==> src/common/sram_ctrl_defs.svh <==
// timing constants for the ecc static memory host controller
`ifndef SRAM_CTRL_DEFS_SVH
`define SRAM_CTRL_DEFS_SVH
`define CLK_PERIOD_NS        20
`define READ_CYCLE_NS        55
`define ADDR_ACCESS_NS       55
`define OUTPUT_DRIVE_NS      25
`define LANE_ACCESS_NS       55
`define LANE_FLOAT_NS        18
`define ADDR_SETUP_END_NS    40
`define LANE_LOW_END_NS      40
`define WRITE_DATA_SETUP_NS  25
`define STROBE_FLOAT_NS      18
`define STROBE_WIDTH_NS      40
`define WRITE_CYCLE_NS       55
`define CEIL_CYC(ns)         (((ns) + `CLK_PERIOD_NS - 1) / `CLK_PERIOD_NS)
`define MAX2(a, b)           (((a) > (b)) ? (a) : (b))
`define READ_WAIT_CYC        `CEIL_CYC(`MAX2(`ADDR_ACCESS_NS, `LANE_ACCESS_NS))
`define WRITE_LOW_CYC        `CEIL_CYC(`MAX2(`MAX2(`STROBE_WIDTH_NS, `ADDR_SETUP_END_NS), `MAX2(`LANE_LOW_END_NS, `STROBE_FLOAT_NS + `WRITE_DATA_SETUP_NS)))
`define FLOAT_WAIT_CYC       `CEIL_CYC(`LANE_FLOAT_NS)
`define CYCLE_GAP_CYC        `CEIL_CYC(`MAX2(`READ_CYCLE_NS, `WRITE_CYCLE_NS))
`endif

==> src/common/sram_ctrl_pkg.sv <==
// types shared by the ecc static memory host controller
package sram_ctrl_pkg;
    typedef struct packed {
        logic        write;
        logic [20:0] addr;
        logic [1:0]  lane_n;
        logic [15:0] wdata;
    } mem_req_t;

    typedef struct packed {
        logic [15:0] rdata;
        logic        corrected;
    } mem_rsp_t;

    typedef struct packed {
        logic        chip_select_low_active;
        logic        chip_select_high_active;
        logic        write_strobe_n;
        logic        output_drive_n;
        logic        upper_lane_sel_n;
        logic        lower_lane_sel_n;
        logic [20:0] addr;
    } mem_pins_t;
endpackage : sram_ctrl_pkg

==> src/design/sram_host_ctrl.sv <==
// host controller driving an asynchronous ecc static memory
`timescale 1ns/10ps
`include "sram_ctrl_defs.svh"

module sram_host_ctrl
#(
    parameter int READ_WAIT  = `READ_WAIT_CYC,
    parameter int WRITE_LOW  = `WRITE_LOW_CYC,
    parameter int FLOAT_WAIT = `FLOAT_WAIT_CYC,
    parameter int CYCLE_GAP  = `CYCLE_GAP_CYC
)
(
    input  wire logic                   clk,
    input  wire logic                   reset_n,
    input  wire logic                   clk_en,
    input  wire logic                   req_valid,
    output logic                        req_ready,
    input  wire sram_ctrl_pkg::mem_req_t req,
    output logic                        rsp_valid,
    output sram_ctrl_pkg::mem_rsp_t     rsp,
    output sram_ctrl_pkg::mem_pins_t    pins,
    input  wire logic [15:0]            data_in,
    output logic [15:0]                 data_out,
    output logic [15:0]                 data_oe,
    input  wire logic                   err_in
);
    import sram_ctrl_pkg::*;

    typedef enum logic [2:0] {IDLE, RD_SETUP, RD_WAIT, WR_SETUP, WR_LOW, WR_END, FLOAT, GAP}
        state_t;

    localparam int CW = 4;
    // depth of the pin synchronisers, added to the read wait
    localparam int SYNC_STAGES = 2;

    state_t      state;
    state_t      next_state;
    logic [CW-1:0] count;
    logic [CW-1:0] next_count;
    logic [CW-1:0] gap;
    logic [CW-1:0] next_gap;
    mem_req_t    cur;
    mem_req_t    next_cur;
    mem_pins_t   next_pins;
    logic [15:0] next_data_out;
    logic [15:0] next_data_oe;
    mem_rsp_t    next_rsp;
    logic        next_rsp_valid;
    logic [15:0] data_s1;
    logic [15:0] data_s2;
    logic        err_s1;
    logic        err_s2;
    logic [15:0] next_data_s1;
    logic [15:0] next_data_s2;
    logic        next_err_s1;
    logic        next_err_s2;
    logic [15:0] lane_mask;

    logic        take;
    logic        capture;

    // two-stage synchronisers on pins from the device
    always_comb
    begin
        next_data_s1 = data_in;
        next_data_s2 = data_s1;
        next_err_s1  = err_in;
        next_err_s2  = err_s1;
    end

    always_ff @(posedge clk or negedge reset_n)
    begin
        if (!reset_n)
        begin
            data_s1 <= 16'h0000;
            data_s2 <= 16'h0000;
            err_s1  <= 1'b0;
            err_s2  <= 1'b0;
        end
        else if (clk_en)
        begin
            data_s1 <= next_data_s1;
            data_s2 <= next_data_s2;
            err_s1  <= next_err_s1;
            err_s2  <= next_err_s2;
        end
    end

    // only lanes with a low enable carry data
    for (genvar lane = 0; lane < 2; lane++)
    begin : g_lane
        assign lane_mask[lane*8 +: 8] = {8{~cur.lane_n[lane]}};
    end

    assign req_ready = (state == IDLE);
    // an access is taken only once the spacing window has run out
    assign take      = req_ready && req_valid && (gap == '0);
    assign capture   = (state == RD_WAIT) && (count == CW'(1));

    function automatic mem_pins_t idle_pins(input logic [20:0] a);
        mem_pins_t p;
        p.chip_select_low_active  = 1'b1;
        p.chip_select_high_active = 1'b0;
        p.write_strobe_n          = 1'b1;
        p.output_drive_n          = 1'b1;
        p.upper_lane_sel_n        = 1'b1;
        p.lower_lane_sel_n        = 1'b1;
        p.addr                    = a;
        return p;
    endfunction : idle_pins

    // spacing counter restarts at every accepted access
    always_comb
    begin
        next_gap = (gap != '0) ? gap - 1'b1 : gap;
        if (take)
        begin
            next_gap = CW'(CYCLE_GAP + 1);
        end
    end

    always_ff @(posedge clk or negedge reset_n)
    begin
        if (!reset_n)
        begin
            gap <= '0;
        end
        else if (clk_en)
        begin
            gap <= next_gap;
        end
    end

    // read result taken once address, enable and lane times have passed
    always_comb
    begin
        next_rsp       = rsp;
        next_rsp_valid = capture;
        if (capture)
        begin
            next_rsp.rdata     = data_s2 & lane_mask;
            next_rsp.corrected = err_s2;
        end
    end

    always_ff @(posedge clk or negedge reset_n)
    begin
        if (!reset_n)
        begin
            rsp       <= '0;
            rsp_valid <= 1'b0;
        end
        else if (clk_en)
        begin
            rsp       <= next_rsp;
            rsp_valid <= next_rsp_valid;
        end
    end

    // access sequencer: pins, write data and counters
    always_comb
    begin
        next_state     = state;
        next_count     = count;
        next_cur       = cur;
        next_pins      = pins;
        next_data_out  = data_out;
        next_data_oe   = data_oe;
        unique case (state)
            IDLE:
            begin
                if (take)
                begin
                    next_cur  = req;
                    // address placed before select goes active
                    next_pins = idle_pins(req.addr);
                    next_state = req.write ? WR_SETUP : RD_SETUP;
                end
            end
            RD_SETUP:
            begin
                // strobe kept high for the read
                next_pins.write_strobe_n          = 1'b1;
                next_pins.chip_select_low_active  = 1'b0;
                next_pins.chip_select_high_active = 1'b1;
                next_pins.output_drive_n          = 1'b0;
                next_pins.upper_lane_sel_n        = cur.lane_n[1];
                next_pins.lower_lane_sel_n        = cur.lane_n[0];
                // synchroniser delay added so data is sampled after the access time
                next_count = CW'(READ_WAIT + SYNC_STAGES);
                next_state = RD_WAIT;
            end
            RD_WAIT:
            begin
                // wait covers address, enable and lane access times
                if (capture)
                begin
                    // pins back to idle once the word is taken
                    next_pins  = idle_pins(cur.addr);
                    // let the device float before anything else
                    next_count = CW'(FLOAT_WAIT);
                    next_state = FLOAT;
                end
                else
                begin
                    next_count = count - 1'b1;
                end
            end
            WR_SETUP:
            begin
                // selects and strobe active, lanes as requested, drive disabled
                next_pins.output_drive_n          = 1'b1;
                next_pins.chip_select_low_active  = 1'b0;
                next_pins.chip_select_high_active = 1'b1;
                next_pins.upper_lane_sel_n        = cur.lane_n[1];
                next_pins.lower_lane_sel_n        = cur.lane_n[0];
                next_pins.write_strobe_n          = 1'b0;
                next_data_out = cur.wdata;
                // strobe width covers device float before our drive
                next_data_oe  = lane_mask;
                next_count    = CW'(WRITE_LOW);
                next_state    = WR_LOW;
            end
            WR_LOW:
            begin
                if (count == CW'(1))
                begin
                    // strobe rise terminates; address, lanes, data held
                    next_pins.write_strobe_n = 1'b1;
                    next_state = WR_END;
                end
                else
                begin
                    next_count = count - 1'b1;
                end
            end
            WR_END:
            begin
                // data, selects and lanes released after the ending edge, address kept
                next_pins    = idle_pins(cur.addr);
                next_data_oe = 16'h0000;
                next_count   = CW'(1);
                next_state   = FLOAT;
            end
            FLOAT:
            begin
                if (count == CW'(1))
                begin
                    next_state = GAP;
                end
                else
                begin
                    next_count = count - 1'b1;
                end
            end
            GAP:
            begin
                next_state = IDLE;
            end
        endcase
    end

    always_ff @(posedge clk or negedge reset_n)
    begin
        if (!reset_n)
        begin
            state     <= IDLE;
            count     <= '0;
            cur       <= '0;
            pins      <= idle_pins(21'h000000);
            data_out  <= 16'h0000;
            data_oe   <= 16'h0000;
        end
        else if (clk_en)
        begin
            state     <= next_state;
            count     <= next_count;
            cur       <= next_cur;
            pins      <= next_pins;
            data_out  <= next_data_out;
            data_oe   <= next_data_oe;
        end
    end
endmodule : sram_host_ctrl

==> config.mk <==
export PLATFORM = sky130hd
export DESIGN_NAME = sram_host_ctrl
export DESIGN_NICKNAME = d
export VERILOG_FILES = /design/src/common/sram_ctrl_pkg.sv /design/src/design/sram_host_ctrl.sv
export VERILOG_INCLUDE_DIRS = /design/src /design/src/common
export SDC_FILE = /design/constraint.sdc
export NUM_CORES = 1
export LEC_CHECK = 0
export BUFFER_PORTS_ARGS = -buffer_cell sky130_fd_sc_hd__clkbuf_2
export CAP_MARGIN = 40
export CELL_PAD_IN_SITES_DETAIL_PLACEMENT = 1
export CELL_PAD_IN_SITES_GLOBAL_PLACEMENT = 2
export CORE_ASPECT_RATIO = 0.5
export CORE_MARGIN = 1
export CORE_UTILIZATION = 33
export DETAILED_ROUTE_END_ITERATION = 8
export HOLD_SLACK_MARGIN = 0.1
export PLACE_DENSITY_LB_ADDON = 0.05
export RECOVER_POWER = 50
export SETUP_SLACK_MARGIN = 0.05
export SLEW_MARGIN = 0
export SYNTH_ARGS = -nofsm -noshare
export SYNTH_HDL_FRONTEND = slang
export SYNTH_SLANG_ARGS = --single-unit
==> constraint.sdc <==
create_clock -name clk -period 2.2 [get_ports clk]
set_input_delay 0.44 -clock clk [delete_from_list [all_inputs] [get_ports clk]]
set_output_delay 0.44 -clock clk [all_outputs]
set_load 0.005 [all_outputs]
==> flow_summary.ini, run 1 <==
[synth]
synth_top_family_by_area = multiplexers
simple_gate_share_of_the_synthesized_area_pct = 10.9
yosys.cell_count.top_type = dfrtp_1
adder_cell_share_of_the_synthesized_area_pct = 0.728
synth.top_cells.by_area = dfrtp_1 (52%), mux2_2 (18%), a211oi_1 (2.4%)
muxShareOfSynthArea_pct = 18.3
syn_area_per_cell_um2 = 11.9
synth_warn = 0
syn_inst = 580
synth_enable_flop_cells = 0
synth-seq-area-share_pct = 53.6
syn_area_mm2 = 0.00688
dominantRegCellSynth = dfrtp_1
postSynthRegisterBits = 147
synth_compound_gate_area_share_pct = 11.5
ys_top_cells_by_count = dfrtp_1 (142), mux2_2 (110), clkbuf_1 (34), nand2_1 (32), o21ai_0 (32)
share_of_the_synthesized_area_in_the_top_cell_type_pct = 51.7
synthDistinctLibCells = 45
synth.net_count = 645
ys_async_sr_fraction_pct = 100
synth_xor_area_share_pct = 0.127
synth_top_cell_by_area = dfrtp_1

[detailed_routing]
vias = 5066
dr.pass1.iters = 6
route.antenna.remaining_nets = 0
drt_drc_violations_left = 7
routed_wire_length_per_instance_um = 17.8
postRouteWirelength_um = 17600
post_drt_via_cell_ratio = 5.12
detail_route.iter0.violations = 146

[layout]
num_antenna_cells = 0
finish.net_count = 775
layout-drive-gt1-share_pct = 45.2
multi_input_combinational_cell_area_mm2 = 0.00289
layout-area-overhead-vs-synth_pct = 24.1
fillers = 2146
sequential_cell_area_mm2 = 0.00369

[global_route]
globalRoute.totalOverflow = 0
grt_first_pass_wirelength_um = 28100
first_global_vias = 5083
grt_max_degree = 56
globalRouteTotalUtil_pct = 17.2
number_of_antenna_violations_at_the_first_check_in_global_routing = 0

[clock_network]
path_clk_slew_ns = 0.06
root_buffer = clkbuf_16
cts_tree = done
clk-insertion-delay-late_ns = 0.43
max-clock-path-buffers = 2
numClockSinks = 147
ctsHtreeMaxLevel = 4
numCtsBuffers = 17

[hold_path]
worst_hold_path.num_cells = 2
hold_path_origin = req[9]
holdPathEnd = cur[9]$_DFFE_PN0P_
kind_of_path_behind_the_tightest_hold_check = input port to register

[timing]
fmax_ghz = 0.479
tightest_slew_ns = 1.01
report.final.setup_viol = 0
totalNegativeSetupSlack_ns = 0
final_min_period_over_clock_period_pct = 94.9
report.final.hold_viol_count = 0
rsz0062_at_grt = no
maxSlewViolCount = 0
fin_worst_skew_ns = 0.00761
max_slew_margin_pct = 32.9
period_minus_slack_ns = 2.09

[place]
place_congestion = 0.694
detailedPlacementHpwl_um = 11700
place.port_buffers = 138

[run_status]
result_of_the_run = finished with violations
failing_checks = design-rule violations

[setup_path]
crit_fanout = 17
worst-r2r-cell-count = 8
crit-reg2reg-capture = pins[18]$_DFFE_PN0P_
critical_path.startpoint_type = register
worst-r2r-setup-slack_ns = 0.14
reg2reg_from = gap[0]$_DFFE_PN0P_
critPathArrivalTime_ns = 1.65
timing.critical_path.to_type = primary output
crit_path_slowest_cell = dfrtp_2
crit_type = register to primary output
worst_ep_required_time_ns = 1.76
critical_path.max_stage_delay_ns = 0.42
crit_path_cell_trace = buf_8 -> buf_6 -> or2_4 -> nor2_4 -> clkbuf_2

[floorplan]
floorplan.die_area_mm2 = 0.0215
die_height_um = 104
std_cell_rows = 36
initial_core_utilization_pct = 34.5
die_x_um = 206
top_level_ports = 139
design.core.area_mm2 = 0.0200

[pwr]
ir_drop_v = 0.000592
static-leakage-power_nw = 3.86
design_power_total_mw = 10.7
power_density_mw_per_mm2 = 1250

[run]
max_cap_violations = 0
routing by layer:
metal	track usage, %	wire, µm	share of wire, %
met1	23.2	8270	47
met2	25.5	8110	46
met3	6.20	1020	5.8
met4	5.99	233	1.3
met5	0	0	0
worst max path at each step:
stage	startpoint	endpoint	slack (ns)	depth (start not counted)
2_1_floorplan	gap[0]$_DFFE_PN0P_	pins[10]$_DFFE_PN0P_	0.16	7
3_3_place_gp	gap[0]$_DFFE_PN0P_	pins[14]$_DFFE_PN0P_	0.16	7
3_5_place_dp	gap[0]$_DFFE_PN0P_	pins[18]$_DFFE_PN0P_	0.11	7
4_1_cts	state[2]$_DFFE_PN0P_	req_ready	0.06	5
5_1_grt	count[1]$_DFFE_PN0P_	pins[18]$_DFFE_PN0P_	0.05	8
6_report	state[2]$_DFFE_PN0P_	req_ready	0.11	5
power by group:
part	internal [mW]	leakage (nW)	switching [mW]
clock network	1.60	0.276	1.23
logic	1.86	1.76	1.78
registers	3.60	1.83	0.597
total	7.06	3.86	3.61
stage by stage:
step           util [%]  setup WS, ns  hold WS (ns)  std cells  instance area (µm²)
4_1_cts            42.6        0.0640         0.208        986                 8490
3_5_place_dp       39.5         0.112         0.287        951                 7880
6_report           42.8         0.112         0.234        989                 8530
2_1_floorplan         -         0.163         0.144        580                 6880
3_3_place_gp       39.4         0.156         0.286        950                 7870
5_1_grt            42.8        0.0482         0.207        989                 8530
cells in the final DEF, fill, tap and decap left out, drive strengths merged, types with 2 or more instances in the layout:
cell type | Yosys | routed
nor3 | 23 | 23
o22a | 3 | 3
nor4b | 2 | 2
ha | 4 | 4
nand4 | 3 | 3
nor3b | 2 | 2
o221ai | 2 | 2
a21boi | 2 | 2
buf | 25 | 28
a22o | 3 | 3
nand2 | 32 | 32
nand2b | 19 | 19
nand3b | 21 | 21
or3b | 2 | 2
nor2 | 11 | 11
o22ai | 21 | 21
o21a | 2 | 2
clkinv | 0 | 5
o21ai | 32 | 32
dfstp | 5 | 5
nand3 | 8 | 8
clkbuf | 34 | 160
dfrtp | 142 | 142
mux2 | 112 | 112
a211oi | 22 | 22
inv | 9 | 14
o31ai | 22 | 22
a21oi | 2 | 2
clkinvlp | 0 | 2
nor2b | 3 | 3
critical path, delay by kind of cell, from the launching register on:
kind | cells | cell delay [ns]
buf+inv | 3 | 0.43
flops | 1 | 0.42
simple gates | 2 | 0.36
state kept, by name, summed over array words and instances (netlist names):
signal / cells
state: 3
data_s2: 16
rsp: 17
count: 4
data_s1: 16
err_s2: 1
rsp_valid: 1
pins: 27
err_s1: 1
gap: 4
data_out: 16
cur: 39
data_oe: 2
cell type report:
| type | count | area share [%] |
|---|---|---|
| Inverter | 9 | 0.396 |
| Timing Repair Buffer | 170 | 11.9 |
| Clock inverter | 13 | 1.45 |
| Clock buffer | 19 | 5.19 |
| Tap cell | 266 | 3.90 |
| Multi-Input combinational cell | 365 | 33.9 |
| Sequential cell | 147 | 43.2 |
cell families after synthesis:
family | after synthesis
DFF | 147
xor gates and xnor gates | 1
AOI/OAI and AO/OA | 118
buffers and inverters | 68
muxes | 112
and+or+nand+nor | 130
adders and majority gates | 4
repair_timing:
item / 4_1_cts / 5_1_grt
gates resized for setup: 5 / 7
hold buffers: 1 / 0
endpoints found under the setup margin: 1 / 22
buffers inserted: 2 / 2
pin swaps: 1 / 1
gates cloned: 0 / 1
hold endpoints to repair: 12 / 0
No activity file was read; power rests on OpenSTA's default activity.
==> inputs of run 2 (changes only) <==
--- a/config.mk
+++ b/config.mk
@@ -6,13 +6,14 @@
 export SDC_FILE = /design/constraint.sdc
 export NUM_CORES = 1
 export LEC_CHECK = 0
+export ABC_AREA = 1
 export BUFFER_PORTS_ARGS = -buffer_cell sky130_fd_sc_hd__clkbuf_2
 export CAP_MARGIN = 40
 export CELL_PAD_IN_SITES_DETAIL_PLACEMENT = 1
 export CELL_PAD_IN_SITES_GLOBAL_PLACEMENT = 2
 export CORE_ASPECT_RATIO = 0.5
 export CORE_MARGIN = 1
-export CORE_UTILIZATION = 33
+export CORE_UTILIZATION = 29
 export DETAILED_ROUTE_END_ITERATION = 8
 export HOLD_SLACK_MARGIN = 0.1
 export PLACE_DENSITY_LB_ADDON = 0.05
==> flow_summary.ini, run 2 <==
[detailed_routing]
postRouteWirelength_um = 16500
drt_drc_violations_left = 0
detail_route.iter0.violations = 207
dr.pass1.iters = 4
vias = 5072
routed_wire_length_per_instance_um = 14.1
route.antenna.remaining_nets = 0
post_drt_via_cell_ratio = 4.32

[clock_network]
cts_setup_buffers = 0
clk-insertion-delay-late_ns = 0.43
cts_tree = done
numClockSinks = 147
ctsHtreeMaxLevel = 4
root_buffer = clkbuf_16
max-clock-path-buffers = 2
numCtsBuffers = 17
cts_repair_resize_count = 0
path_clk_slew_ns = 0.06

[synth]
postSynthRegisterBits = 147
synth.top_cells.by_area = dfrtp_1 (55%), nand2_1 (17%), o21ai_0 (4.6%)
synth_top_cell_by_area = dfrtp_1
syn_inst = 739
yosys.cell_count.top_type = nand2_1
syn_area_mm2 = 0.00642
synthDistinctLibCells = 29
dominantRegCellSynth = dfrtp_1
synth.net_count = 804
share_of_the_synthesized_area_in_the_top_cell_type_pct = 55.3
syn_area_per_cell_um2 = 8.69
ys_top_cells_by_count = nand2_1 (292), dfrtp_1 (142), inv_1 (70), o21ai_0 (59), nand3_1 (36)
synth_enable_flop_cells = 0
synth-seq-area-share_pct = 57.4
ys_async_sr_fraction_pct = 100
synth_warn = 0

[global_route]
number_of_antenna_violations_at_the_first_check_in_global_routing = 1
first_global_vias = 5271
globalRoute.totalOverflow = 0
grt_max_degree = 60
grt_first_pass_wirelength_um = 27400
globalRouteTotalUtil_pct = 15.7

[place]
place.port_buffers = 138
place_congestion = 0.797
detailedPlacementHpwl_um = 11300
post_dp_cell_area_mm2 = 0.00737

[layout]
mostFrequentLayoutCell = nand2_1
num_antenna_cells = 0
fillers = 2594
sequential_cell_area_mm2 = 0.00368
layout-drive-gt1-share_pct = 24.7
finish.utilization_pct = 36.5
largest_registers = cur (39), pins (27), rsp (17)
layout_common_cells = nand2_1 (291), dfrtp_1 (142), clkbuf_2 (139)
layout-area-overhead-vs-synth_pct = 23.2
largest_register = cur
multi_input_combinational_cell_area_mm2 = 0.00213
max_reg_flops = 39
finish.net_count = 926
finalInstanceArea_mm2 = 0.00792

[timing]
final_min_period_over_clock_period_pct = 88.8
max_slew_margin_pct = 37.4
maxSlewViolCount = 0
fmax_ghz = 0.512
fin_worst_skew_ns = 0.00666
totalNegativeSetupSlack_ns = 0
rsz0062_at_grt = no
report.final.setup_viol = 0
period_minus_slack_ns = 1.95
report.final.hold_viol_count = 0
tightest_slew_ns = 0.939

[setup_path]
critPathArrivalTime_ns = 1.51
crit_type = register to primary output
reg2reg_from = state[2]$_DFFE_PN0P_
critical_path.startpoint_type = register
worst_ep_required_time_ns = 1.76
timing.critical_path.to_type = primary output
worst_setup_path_startpoint = state[2]$_DFFE_PN0P_
crit_fanout = 6
worst-r2r-setup-slack_ns = 0.40

[floorplan]
top_level_ports = 139
floorplan.die_area_mm2 = 0.0228
die_x_um = 213
std_cell_rows = 38
design.core.area_mm2 = 0.0217
initial_core_utilization_pct = 29.6
die_height_um = 107

[run]
max_cap_violations = 0

[pwr]
sequentialPowerShare_pct = 40.7
p_int_mw = 6.80
combinationalPowerShare_pct = 30.7
power_density_mw_per_mm2 = 1330
p_clk_share_pct = 28.6
static-leakage-power_nw = 4.21
ir_drop_v = 0.000495
netsw_mw = 3.70
swShare_pct = 35.3

[run_status]
result_of_the_run = completed

[hold_path]
hold_path_origin = data_in[10]
kind_of_path_behind_the_tightest_hold_check = input port to register
## run 2: layer usage
| layer | vias to the layer above | GRT usage [%] | routed length, µm |
|---|---|---|---|
| met5 | - | 0 | 11 |
| met4 | 2 | 6.53 | 266 |
| met3 | 21 | 4.52 | 682 |
| met2 | 69 | 24.0 | 7470 |
| met1 | 2444 | 20.9 | 8100 |
| li1 | 2536 | - | - |
## run 2: cell families after synthesis
| kind of cell | after synthesis | share of synthesized area, % |
|---|---|---|
| simple gates | 349 | 22.0 |
| flops | 147 | 57.4 |
| buf+inv | 129 | 9.48 |
| compound gates | 107 | 9.93 |
| fa+ha+maj | 4 | 0.779 |
| xor+xnor | 3 | 0.409 |
## run 2: critical path: stages, from the launching register on
cell,delay (ns)
dfrtp_1,0.42
buf_4,0.18
inv_2,0.06
nand3_2,0.09
inv_1,0.18
clkbuf_2,0.15
## run 2: worst paths after layout
check,end,cells past startpoint
setup / recovery,req_ready,5
hold / removal,data_s1[10]$_DFFE_PN0P_,3
setup reg to reg,data_out[14]$_DFFE_PN0P_,7
hold reg to reg,pins[21]$_DFFE_PN1P_,2
max in group asynchronous,data_out[12]$_DFFE_PN0P_,3
min in group asynchronous,pins[8]$_DFFE_PN0P_,2
## run 2: area by class of cell
cell class                 instances  area share [%]
inverter                          79            3.75
clock buffer                      22            5.99
timing repair buffer             153            10.4
multi-input combinational        463            27.0
sequential                       147            46.6
tap                              300            4.74
clock inverter                    10            1.64
## run 2: stage by stage
step / power [mW] / hold WS, ns / std cells / worst slack, ns
floorplan: 6.46 / 0.144 / 739 / 0.742
global placement: 7.59 / 0.453 / 1141 / 0.333
detailed placement: 7.66 / 0.452 / 1141 / 0.312
CTS: 10.7 / 0.182 / 1174 / 0.281
global route: 11.4 / 0.199 / 1174 / 0.154
finish: 10.5 / 0.205 / 1174 / 0.247
## run 2: power groups by stage
| stage | sequential [mW] | clock (mW) | combinational [mW] |
|---|---|---|---|
| after floorplan | 4.17 | 0 | 2.28 |
| after global placement | 4.32 | 0 | 3.27 |
| after detailed placement | 4.34 | 0 | 3.32 |
| after CTS | 4.30 | 3.10 | 3.34 |
| after global routing | 4.41 | 3.20 | 3.75 |
| final | 4.28 | 3.01 | 3.22 |
## run 2: repair_timing
action,in CTS,in global routing
hold endpoints to repair,48,0
hold buffers,1,0
endpoints found under the setup margin,0,0
